### src/logic/uprc_pkg.sv
// Constants and types for the reference-clock start-up controller.
// Assumes a single 20 MHz system clock; all pins are sampled by it.
package uprc_pkg;
	// System clock period and derived counts
	localparam int SYS_PERIOD_NS = 50;
	localparam int RST_MIN_NS = 1000;
	localparam int RST_MIN_CYC_I = (RST_MIN_NS + SYS_PERIOD_NS - 1) / SYS_PERIOD_NS;
	localparam logic [7:0] RST_MIN_CYC = RST_MIN_CYC_I[7:0];
	// Lock monitor: stable edges before lock, cycles without an edge before loss
	localparam logic [7:0] LOCK_EDGES = 8'h10;
	localparam logic [7:0] REF_TIMEOUT_CYC = 8'h20;
	// Clock-out divider half periods, locked and at PLL minimum
	localparam logic [7:0] INTERFACE_CLOCK_OUT_LOCK_DIV = 8'h01;
	localparam logic [7:0] INTERFACE_CLOCK_OUT_MIN_DIV = 8'h08;
	// Data bus idle pattern
	localparam logic [7:0] ULPI_IDLE = 8'h00;

	typedef enum logic [2:0] {
		UPRC_RESET,
		UPRC_STRAP,
		UPRC_WAIT_LOCK,
		UPRC_WAIT_STP,
		UPRC_RUN,
		UPRC_LOW_POWER
	} uprc_state_t;
endpackage

### src/logic/uprc_lock_mon.sv
// Reference clock rising-edge finder and lock monitor.
// Assumes the reference pin is asynchronous to i_sys_clk.
`timescale 1ns/1ps
module uprc_lock_mon #(
	parameter logic [7:0] LOCK_EDGES = uprc_pkg::LOCK_EDGES,
	parameter logic [7:0] TIMEOUT = uprc_pkg::REF_TIMEOUT_CYC
) (
	input wire logic i_sys_clk,
	input wire logic i_sys_rst,
	input wire logic i_hold,
	input wire logic i_reference_clock_in,
	output logic o_locked,
	output logic o_ref_edge
);
	logic ref_s1;
	logic ref_s2;
	logic ref_s3;
	logic [7:0] edge_cnt;
	logic [7:0] gap_cnt;
	wire rise = ref_s2 & ~ref_s3;
	wire gap_out = (gap_cnt >= TIMEOUT);
	wire edge_full = (edge_cnt >= LOCK_EDGES);

	always_ff @(posedge i_sys_clk) begin
		ref_s1 <= i_reference_clock_in;
		ref_s2 <= ref_s1;
		ref_s3 <= ref_s2;
	end

	// Only rising edges count; falling edges are ignored
	always_ff @(posedge i_sys_clk) begin
		if (i_sys_rst || i_hold) begin
			edge_cnt <= 8'h00;
			gap_cnt <= 8'h00;
			o_locked <= 1'b0;
			o_ref_edge <= 1'b0;
		end else begin
			o_ref_edge <= rise;
			if (rise) begin
				gap_cnt <= 8'h00;
				if (!edge_full) begin
					edge_cnt <= edge_cnt + 8'h01;
				end
			end else if (!gap_out) begin
				gap_cnt <= gap_cnt + 8'h01;
			end
			if (gap_out) begin
				edge_cnt <= 8'h00;
				o_locked <= 1'b0;
			end else if (edge_full) begin
				o_locked <= 1'b1;
			end
		end
	end
endmodule

### src/logic/uprc_top.sv
// Reference clock, PLL lock and start-up control of the transceiver.
// Assumes pins are asynchronous; i_low_power_enter comes from local logic.
// Functional notes
// - Two clocking modes: link-sourced 60MHz reference or device-generated clock.
// - At start-up, clock-out pin tied high selects link-sourced 60MHz mode.
// - Link-sourced mode: DIR falls only after PLL lock.
// - Device-sourced mode: after lock drive clock out and drop DIR.
// - Generated clock accurate within 500ppm of nominal.
// - No phase relation imposed between reference edges and interface signals.
// - Only rising reference edges matter.
// - PLL yields 480MHz bit clock for transmit and receive.
// - Late reference start delays interface start-up equally.
// - Running reference while reset pin low never starts the device.
// - STP assertion takes the device out of low power.
// - Reference loss drops lock; clock out falls to PLL minimum.
// - After reset drive idle, hold DIR until lock, check STP low.
// - DIR stays high while STP high; link drives idle after.
// - Reset pin low at least 1us resets all state except the clock-mode strap output.
`timescale 1ns/1ps
module uprc_top #(
	parameter logic [7:0] LOCK_EDGES = uprc_pkg::LOCK_EDGES,
	parameter logic [7:0] REF_TIMEOUT = uprc_pkg::REF_TIMEOUT_CYC
) (
	input wire logic i_sys_clk,
	input wire logic i_sys_rst,
	input wire logic i_hardware_reset_n,
	input wire logic i_reference_clock_in,
	input wire logic i_interface_clock_out,
	input wire logic i_stp,
	input wire logic i_low_power_enter,
	output logic o_dir,
	output logic [7:0] o_data,
	output logic o_data_oe,
	output logic o_interface_clock_out,
	output logic o_interface_clock_out_oe,
	output logic o_link_sourced_clock_mode,
	output logic o_pll_locked,
	output logic o_bit_clock_run,
	output logic o_low_power
);
	uprc_pkg::uprc_state_t state;
	uprc_pkg::uprc_state_t next_state;
	logic rst_s1;
	logic rst_s2;
	logic sense_s1;
	logic sense_s2;
	logic stp_s1;
	logic stp_s2;
	logic [7:0] rst_cnt;
	logic in_reset;
	logic locked;
	logic [7:0] div_cnt;
	logic clk_run;

	// Device holds the bus in every state but reset and run
	function automatic logic owns_bus(input uprc_pkg::uprc_state_t s);
		return (s != uprc_pkg::UPRC_RUN) && (s != uprc_pkg::UPRC_RESET);
	endfunction

	// Strap has been sampled once the sequence is past reset and strap
	function automatic logic past_strap(input uprc_pkg::uprc_state_t s);
		return (s != uprc_pkg::UPRC_STRAP) && (s != uprc_pkg::UPRC_RESET);
	endfunction

	// Two-flop synchronisers on every pin
	always_ff @(posedge i_sys_clk) begin
		rst_s1 <= i_hardware_reset_n;
		rst_s2 <= rst_s1;
		sense_s1 <= i_interface_clock_out;
		sense_s2 <= sense_s1;
		stp_s1 <= i_stp;
		stp_s2 <= stp_s1;
	end

	// Reset pin must stay low the minimum time to take effect
	wire rst_full = (rst_cnt >= uprc_pkg::RST_MIN_CYC);
	always_ff @(posedge i_sys_clk) begin
		if (i_sys_rst) begin
			rst_cnt <= 8'h00;
			in_reset <= 1'b1;
		end else if (rst_s2) begin
			rst_cnt <= 8'h00;
			in_reset <= 1'b0;
		end else if (!rst_full) begin
			rst_cnt <= rst_cnt + 8'h01;
		end else begin
			in_reset <= 1'b1;
		end
	end

	// Lock monitor held in reset once the reset pin has stayed low the minimum time
	uprc_lock_mon #(
		.LOCK_EDGES(LOCK_EDGES),
		.TIMEOUT(REF_TIMEOUT)
	) u_lock (
		.i_sys_clk(i_sys_clk),
		.i_sys_rst(i_sys_rst),
		.i_hold(in_reset),
		.i_reference_clock_in(i_reference_clock_in),
		.o_locked(locked),
		.o_ref_edge()
	);

	// Start-up sequence
	always_comb begin
		next_state = state;
		unique case (state)
			uprc_pkg::UPRC_RESET: begin
				if (!in_reset) begin
					next_state = uprc_pkg::UPRC_STRAP;
				end
			end
			uprc_pkg::UPRC_STRAP: begin
				next_state = uprc_pkg::UPRC_WAIT_LOCK;
			end
			uprc_pkg::UPRC_WAIT_LOCK: begin
				if (locked) begin
					next_state = uprc_pkg::UPRC_WAIT_STP;
				end
			end
			uprc_pkg::UPRC_WAIT_STP: begin
				if (!locked) begin
					next_state = uprc_pkg::UPRC_WAIT_LOCK;
				end else if (!stp_s2) begin
					next_state = uprc_pkg::UPRC_RUN;
				end
			end
			uprc_pkg::UPRC_RUN: begin
				if (i_low_power_enter) begin
					next_state = uprc_pkg::UPRC_LOW_POWER;
				end
			end
			uprc_pkg::UPRC_LOW_POWER: begin
				if (stp_s2) begin
					next_state = uprc_pkg::UPRC_WAIT_LOCK;
				end
			end
		endcase
		// Reset pin overrides every state
		if (in_reset) begin
			next_state = uprc_pkg::UPRC_RESET;
		end
	end

	// State register
	always_ff @(posedge i_sys_clk) begin
		if (i_sys_rst) begin
			state <= uprc_pkg::UPRC_RESET;
		end else begin
			state <= next_state;
		end
	end

	// Mode strap caught once after release of reset
	always_ff @(posedge i_sys_clk) begin
		if (i_sys_rst) begin
			o_link_sourced_clock_mode <= 1'b0;
		end else if (state == uprc_pkg::UPRC_STRAP) begin
			o_link_sourced_clock_mode <= sense_s2;
		end
	end

	// Next-state decodes shared by the output registers
	wire lp_next = (next_state == uprc_pkg::UPRC_LOW_POWER);
	wire dir_next = owns_bus(next_state);
	wire lock_ok = locked && !in_reset;

	// DIR high until locked and STP low; idle driven while DIR high, except in low power
	always_ff @(posedge i_sys_clk) begin
		if (i_sys_rst) begin
			o_dir <= 1'b0;
			o_data <= uprc_pkg::ULPI_IDLE;
			o_data_oe <= 1'b0;
			o_low_power <= 1'b0;
			o_pll_locked <= 1'b0;
			o_bit_clock_run <= 1'b0;
		end else begin
			// Bus ownership follows the next state
			o_dir <= dir_next;
			o_data <= uprc_pkg::ULPI_IDLE;
			o_data_oe <= dir_next && !lp_next;
			o_low_power <= lp_next;
			o_pll_locked <= lock_ok;
			o_bit_clock_run <= lock_ok;
		end
	end

	// Device-sourced clock: free of reference phase, slows when unlocked
	wire phy_mode = !o_link_sourced_clock_mode;
	wire [7:0] half_div = locked ? uprc_pkg::INTERFACE_CLOCK_OUT_LOCK_DIV : uprc_pkg::INTERFACE_CLOCK_OUT_MIN_DIV;
	wire div_done = (div_cnt >= half_div - 8'h01);
	wire clk_gate = clk_run && phy_mode;
	always_ff @(posedge i_sys_clk) begin
		if (i_sys_rst || in_reset) begin
			clk_run <= 1'b0;
			div_cnt <= 8'h00;
			o_interface_clock_out <= 1'b0;
			o_interface_clock_out_oe <= 1'b0;
		end else begin
			// Divider starts only once locked in device-sourced mode
			if (phy_mode && locked && past_strap(state)) begin
				clk_run <= 1'b1;
			end
			// Pin driven only while the divider runs
			o_interface_clock_out_oe <= clk_gate;
			if (clk_gate) begin
				if (div_done) begin
					div_cnt <= 8'h00;
					o_interface_clock_out <= ~o_interface_clock_out;
				end else begin
					div_cnt <= div_cnt + 8'h01;
				end
			end
		end
	end
endmodule

### config.mk
export PLATFORM = sky130hd
export DESIGN_NAME = uprc_top
export DESIGN_NICKNAME = d
export VERILOG_FILES = /design/src/logic/uprc_pkg.sv /design/src/logic/uprc_lock_mon.sv /design/src/logic/uprc_top.sv
export SDC_FILE = /design/constraint.sdc
export NUM_CORES = 1
export LEC_CHECK = 0
export BUFFER_PORTS_ARGS = -buffer_cell sky130_fd_sc_hd__buf_4
export CAP_MARGIN = 40
export CORE_MARGIN = 10
export CORE_UTILIZATION = 35
export CTS_BUF_LIST = sky130_fd_sc_hd__clkbuf_2 sky130_fd_sc_hd__clkbuf_4 sky130_fd_sc_hd__clkbuf_8
export CTS_CLUSTER_DIAMETER = 80
export DETAILED_ROUTE_END_ITERATION = 10
export GPL_TIMING_DRIVEN = 1
export MAX_ROUTING_LAYER = met4
export PLACE_DENSITY_LB_ADDON = 0.25
export RECOVER_POWER = 50
export REMOVE_ABC_BUFFERS = 1
export SLEW_MARGIN = 20
export SYNTH_ARGS = -nofsm -noshare
export SYNTH_HDL_FRONTEND = slang
export SYNTH_SLANG_ARGS = --single-unit
### constraint.sdc
create_clock -name i_sys_clk -period 1.8 [get_ports i_sys_clk]
set_input_delay 0.45 -clock i_sys_clk [delete_from_list [all_inputs] [get_ports i_sys_clk]]
set_output_delay 0.45 -clock i_sys_clk [all_outputs]
set_load 0.01 [all_outputs]
# Yosys cells after proc, flatten, opt, wreduce, memory -nomap -nowiden
# Cells that the tools add are included.
[classes] eq_ne=8 reduce_logical=20 n_mux=11 order_cmp=4 bitwise=4 addsub=5
[ops] op="8-bit by 1-bit adder with 8-bit output (second input constant)" n=4
[ops] op="3-bit two-way mux" n=6
[ops] op="3-bit one-hot mux with 6 select lines" n=1
[ops] op="8-bit by 5-bit >= comparator with 1-bit output (second input constant)" n=2
[ops] op="3-bit == test (second input constant)" n=3
[ops] op="8-bit by 6-bit >= comparator with 1-bit output (second input constant)" n=1
[ops] op="8-bit >= comparator" n=1
[ops] op="8-bit two-way mux" n=1
[ops] op="1-bit logical AND" n=7
[ops] op="3-bit by 2-bit == test with 1-bit output (second input constant)" n=2
[ops] op="3-bit nonzero test" n=2
[ops] op="2-bit OR reduction" n=3
[ops] op="4-bit by 1-bit subtractor with 5-bit output (second input constant)" n=1
[ops] op="4-bit two-way mux" n=1
[ops] op="2-bit AND reduction" n=2
[ops] op="3-bit by 1-bit == test with 1-bit output (second input constant)" n=1
[ops] op="1-bit logical NOT" n=3
[ops] op="3-bit logical NOT" n=1
[ops] op="3-bit by 1-bit != test with 1-bit output (second input constant)" n=1
[ops] op="3-bit != test (second input constant)" n=1
[ops] op="1-bit NOT" n=3
[ops] op="1-bit two-way mux" n=2
[ops] op="2-bit nonzero test" n=1
[ops] op="1-bit AND" n=1
[ops] op="1-bit logical OR" n=1
[totals] out_inout_bits=16 register_bits=54 elab_cells=76

# Logic depth before layout (Yosys ltp)
[depth] word_depth=7 mapped_depth=7

# Cells and area by module
# Synthesis repeated with hierarchy kept, for this count alone.
[unflattened] cells_unflattened=236 area_unflattened_um2=2240.9
[by_module_without_submodules] module="uprc_top" cells_each=152 area_per_inst_um2=1433.9 instances=1
[by_module_without_submodules] module="uprc_lock_mon" cells_each=84 area_per_inst_um2=807.0 instances=1

# Worst setup path before layout
# Ideal clock, no wire load.
[synth_path] path_kind="register -> register" from="register u_lock.o_locked" to="register o_interface_clock_out" period_less_slack_ps=1832 stages_incl_launch_ff=8 setup_slack_ps=-32 arrival_ps=1702 t_required_ps=1670 cell_sequence="dfxtp_1 inv_1 ha_1 nand2b_1 a21o_1 a2111oi_4 or3_1 a21oi_1"
[synth_between] elab_chain_len=4
[synth_rtl] element="start, declared" line_no="uprc_lock_mon.sv:12" text="output logic o_locked,"
[synth_rtl] element="start signal, assigned" line_no="uprc_lock_mon.sv:35" text="o_locked <= 1'b0;"
[synth_rtl] element="start signal, assigned" line_no="uprc_lock_mon.sv:49" text="o_locked <= 1'b0;"
[synth_rtl] element="start signal, assigned" line_no="uprc_lock_mon.sv:51" text="o_locked <= 1'b1;"
[synth_rtl] element="4-bit two-way mux" line_no="uprc_top.sv:190" text="wire [7:0] half_div = locked ? uprc_pkg::INTERFACE_CLOCK_OUT_LOCK_DIV : uprc_pkg::INTERFACE_CLOCK_OUT_MIN_DIV;"
[synth_rtl] element="4-bit by 1-bit subtractor with 5-bit output" line_no="uprc_top.sv:191" text="wire div_done = (div_cnt >= half_div - 8'h01);"
[synth_rtl] element="8-bit >= comparator" line_no="uprc_top.sv:191"
[synth_rtl] element="2-bit AND reduction (no source line)"
[synth_rtl] element="end signal, assigned" line_no="uprc_top.sv:209" text="o_interface_clock_out <= ~o_interface_clock_out;"
[synth_rtl] element="end, declared" line_no="uprc_top.sv:34" text="output logic o_interface_clock_out,"
# Every way passes these cells.
# A chain may end at the register's enable or synchronous reset.

# Final worst setup path
[layout_path] from="register u_lock.o_locked" to="register div_cnt[1]"
[layout_between] elab_chain_len=4
[layout_rtl] element="4-bit two-way mux" line_no="uprc_top.sv:190"
[layout_rtl] element="4-bit by 1-bit subtractor with 5-bit output" line_no="uprc_top.sv:191"
[layout_rtl] element="8-bit >= comparator" line_no="uprc_top.sv:191"
[layout_rtl] element="8-bit two-way mux" line_no="uprc_top.sv:207" text="if (div_done) begin"
[layout_rtl] element="end signal, assigned" line_no="uprc_top.sv:211" text="div_cnt <= div_cnt + 8'h01;"
[layout_rtl] element="end, declared" line_no="uprc_top.sv:52" text="logic [7:0] div_cnt;"
# Every way passes these cells.

==> results.yml <==
timing:
  fin_skew_ns: 0.008036
  tightest_slew_ns: 0.5284
  worst_slack_ns: 0.06756
  drv_slew: 0
  max_slew_margin_pct: 64.77
  setup_violating_endpoint_count_in_the_final_report: 0
  hold_viol_final: 0
  min_period_ns: 1.732
  fraction_of_the_cycle_the_final_worst_path_needs_pct: 96.25
  timing.fmax_ghz: 0.5772
route:
  post_drt_wl_per_cell_um: 11.44
  finalWirelength_um: 3637
  dr_total_vias: 1445
  detail_route.vias_per_cell: 4.544
  drt_first_pass_iters: 4
  remaining_drc_errors: 0
  antenna_left: 0
  drt_iter0_drc: 28
floorplanning:
  rows: 28
  fp.dieW_um: 98.28
  die_height_um: 98.28
  die_area_sq_um: 9658
  initial_utilization_pct: 36.22
  ioPinCount: 23
  core_area_sq_um: 5921
synth:
  synth_enable_flop_cells: 0
  syn-mean-instance-area_sq_um: 9.837
  synth_area_leader_cell: "sky130_fd_sc_hd__dfxtp_1"
  commonest_register_cell_after_synthesis: "sky130_fd_sc_hd__dfxtp_1"
  yosys.cell_types.count: 41
  ys_warn_count: 0
  yosys_register_bits: 54
  yosysSeqAreaShare_pct: 50.41
  synthArstFlopShare_pct: 0
  syn_area_sq_um: 2145
  synthDominantCellAreaShare_pct: 50.41
  top_cells_by_area_in_the_synthesized_netlist: "sky130_fd_sc_hd__dfxtp_1, sky130_fd_sc_hd__ha_1, sky130_fd_sc_hd__nor2_1"
  synth_cells: 218
worst_setup_path:
  start_kind: "register"
  r2r-end: "div_cnt[1]$_SDFFE_PP0P_"
  crit_arrival_ns: 1.98
  timing.critical_path.required_ns: 2.05
  worst-path-max-fanout: 8
  path_class: "register to register"
  cp-end-kind: "register"
  number_of_cells_traversed_by_the_worst_register_to_register_path: 7
  critical_path.reg2reg.startpoint: "u_lock.o_locked$_SDFFE_PP0N_"
  setup.reg_to_reg.worst_slack_ns: 0.07
placed_design:
  gpl.final_weighted_congestion: 0.7404
  numPlacedInstances: 309
  dp_slack_ns: -0.02178
  io_buffer_count: 14
  hpwlAfterDp_um: 2647
clocking:
  cts.root.buffer_cell: "sky130_fd_sc_hd__clkbuf_8"
  clock_sink_count: 54
  ctsHtreeMaxLevel: 2
  post_cts_hold_buffer_count: 0
  cts_tree: "built"
  cts.clk_slew.worst_paths_ns: 0.10
  cts_buffers: 5
  clkLatencyLatePin_ns: 0.31
  cts.path.max_buffers: 2
power_and_ir_drop:
  power.combinational.fraction_pct: 4.0
  irDropWorstVdd_mv: 0.6158
  total_leakage_power_nw: 0.9456
  power_frac_clock_pct: 34.0
  intPower_w: 0.001521
  net-switching-power_w: 0.0004614
  switching_power_share_of_the_total_pct: 23.27
  power.density_nw_per_um2: 806.0
  finalPower_w: 0.001983
  sequentialPowerShare_pct: 62.0
global_route:
  first_global_vias: 1414
  maximum_number_of_pins_on_one_net_before_global_route_repair: 18
  track_usage_pct: 7.825
  grt_first_pass_wirelength_um: 6141
  grt.overflow.total: 0
  grt_antenna_before_repair: 0
layout:
  multi_input_gate_area_in_the_final_layout_sq_um: 1001
  regArea_sq_um: 1084
  nFillCells: 584
  synthToLayoutAreaGrowth_pct: 14.70
  antenna_diode_count: 0
  count_of_nets_after_finishing: 260
  post_route_cells_drive_above_1_share_pct: 18.52
  final_cells: 318
flow_run:
  timing.max_cap.violations: 0
outcome:
  run_status: "complete, no violations"
hold_path:
  whs_endpoint: "rst_s1$_DFF_P_"
  holdCritStartpoint: "i_hardware_reset_n"
  hold_path_depth: 1
  min_path_type: "primary input to register"
## timing repair
item,4_1_cts,5_1_grt
setup endpoints to repair,9,9
gates cloned,0,0
pin swaps,1,6
buffers inserted,0,1
gates resized for setup,0,8
## layout make-up
| class | instances | share of cell area [%] |
|---|---|---|
| Sequential cell | 54 | 44.05 |
| Multi-Input combinational cell | 149 | 40.69 |
| Timing Repair Buffer | 21 | 6.104 |
| Tap cell | 75 | 3.815 |
| Clock buffer | 5 | 2.798 |
| Inverter | 11 | 1.679 |
| Clock inverter | 3 | 0.8647 |
## registers in the layout, indices dropped and copies added (netlist names)
name and flops:
stp_s1 1, rst_s2 1, sense_s1 1, u_lock.ref_s1 1, rst_s1 1, div_cnt 8, u_lock.ref_s3 1, o_bit_clock_run 1
o_interface_clock_out_oe 1, in_reset 1, stp_s2 1, state 3, o_link_sourced_clock_mode 1, clk_run 1, o_low_power 1, o_data_oe 1
u_lock.gap_cnt 8, o_dir 1, u_lock.o_locked 1, u_lock.ref_s2 1, sense_s2 1, rst_cnt 8, o_interface_clock_out 1, u_lock.edge_cnt 8
## layer usage
| layer | global-route usage (%) | up-vias | wire length (um) |
|---|---|---|---|
| met1 | 8.726 | 658 | 1791 |
| li1 | - | 763 | - |
| met5 | - | - | 0 |
| met3 | 2.607 | 8 | 131 |
| met4 | 4.300 | 0 | 82 |
| met2 | 12.08 | 16 | 1630 |
## cell families (layout without fill, tap and decap cells)
kind of cell,count (synthesis),after routing,synth area share [%]
simple gates,83,83,20.13
flops,54,54,50.41
compound gates,31,31,10.85
buf+inv,22,40,5.426
xor+xnor,15,15,6.126
fa+ha+maj,11,11,6.418
other cells,1,8,0.1749
mux,1,1,0.4668
## Yosys cell counts (3+ instances only)
library cell and n:
sky130_fd_sc_hd__nand2_1 12, sky130_fd_sc_hd__buf_4 9, sky130_fd_sc_hd__xnor2_1 5, sky130_fd_sc_hd__ha_1 11, sky130_fd_sc_hd__dfxtp_1 54, sky130_fd_sc_hd__and3_1 5, sky130_fd_sc_hd__nand4_1 7, sky130_fd_sc_hd__inv_1 11
sky130_fd_sc_hd__nor3_1 3, sky130_fd_sc_hd__nand2b_1 6, sky130_fd_sc_hd__xor2_1 10, sky130_fd_sc_hd__a41oi_1 3, sky130_fd_sc_hd__a21oi_1 9, sky130_fd_sc_hd__nor2_1 32, sky130_fd_sc_hd__and2_1 5, sky130_fd_sc_hd__o21ai_0 4
## critical path, stage by stage, from the launching register on
cell and delay, ns:
sky130_fd_sc_hd__dfxtp_2 0.35, sky130_fd_sc_hd__inv_2 0.05, sky130_fd_sc_hd__ha_4 0.20, sky130_fd_sc_hd__nand2b_4 0.13, sky130_fd_sc_hd__a21o_1 0.17, sky130_fd_sc_hd__a2111oi_4 0.46
sky130_fd_sc_hd__o21ai_4 0.17, sky130_fd_sc_hd__a21oi_2 0.14
## how the worst max path moves through the flow
stage	startpoint	endpoint	slack (ns)	depth (start not counted)
global route	div_cnt[0]$_SDFFE_PP0P_	div_cnt[1]$_SDFFE_PP0P_	-0.01	7
detailed placement	u_lock.o_locked$_SDFFE_PP0N_	div_cnt[2]$_SDFFE_PP0P_	-0.02	7
CTS	u_lock.o_locked$_SDFFE_PP0N_	div_cnt[6]$_SDFFE_PP0P_	0.03	7
floorplan	u_lock.o_locked$_SDFFE_PP0N_	o_interface_clock_out$_SDFFE_PP0P_	-0.03	7
global placement	u_lock.o_locked$_SDFFE_PP0N_	o_interface_clock_out$_SDFFE_PP0P_	0.06	7
finish	u_lock.o_locked$_SDFFE_PP0N_	div_cnt[1]$_SDFFE_PP0P_	0.07	7
## placed cells by master, fill, tap and decap left out, drive strengths merged, types with 3 or more instances in the layout
master,netlist,routed
dfxtp,54,54
nor2,34,34
buf,9,14
nand2,12,12
clkbuf,2,12
inv,11,11
a21oi,11,11
ha,11,11
xor2,10,10
conb,1,8
nand4,7,7
nand2b,7,7
o21ai,7,7
xnor2,5,5
and3,5,5
and2,5,5
nor3,4,4
a41oi,3,3
## metrics by stage
step	util (%)	area (sq um)	TNS, ns	hold WS (ns)
2_1_floorplan	-	2096	-0.02792	0.3096
3_3_place_gp	39.52	2340	0	0.3108
3_5_place_dp	39.52	2340	-0.1104	0.3121
4_1_cts	41.04	2430	0	0.2206
5_1_grt	41.55	2460	-0.02511	0.2376
6_report	41.55	2460	0	0.2571
## power groups by stage
stage,Clock [W],Combinational [W],Sequential [W]
after floorplan,0,0.0000511,0.00126
after global placement,0,0.0000818,0.00126
after detailed placement,0,0.0000827,0.00126
after CTS,0.000710,0.0000831,0.00123
after global routing,0.000748,0.0000899,0.00123
final,0.000674,0.0000791,0.00123
No activity file was read; power rests on OpenSTA's default activity.
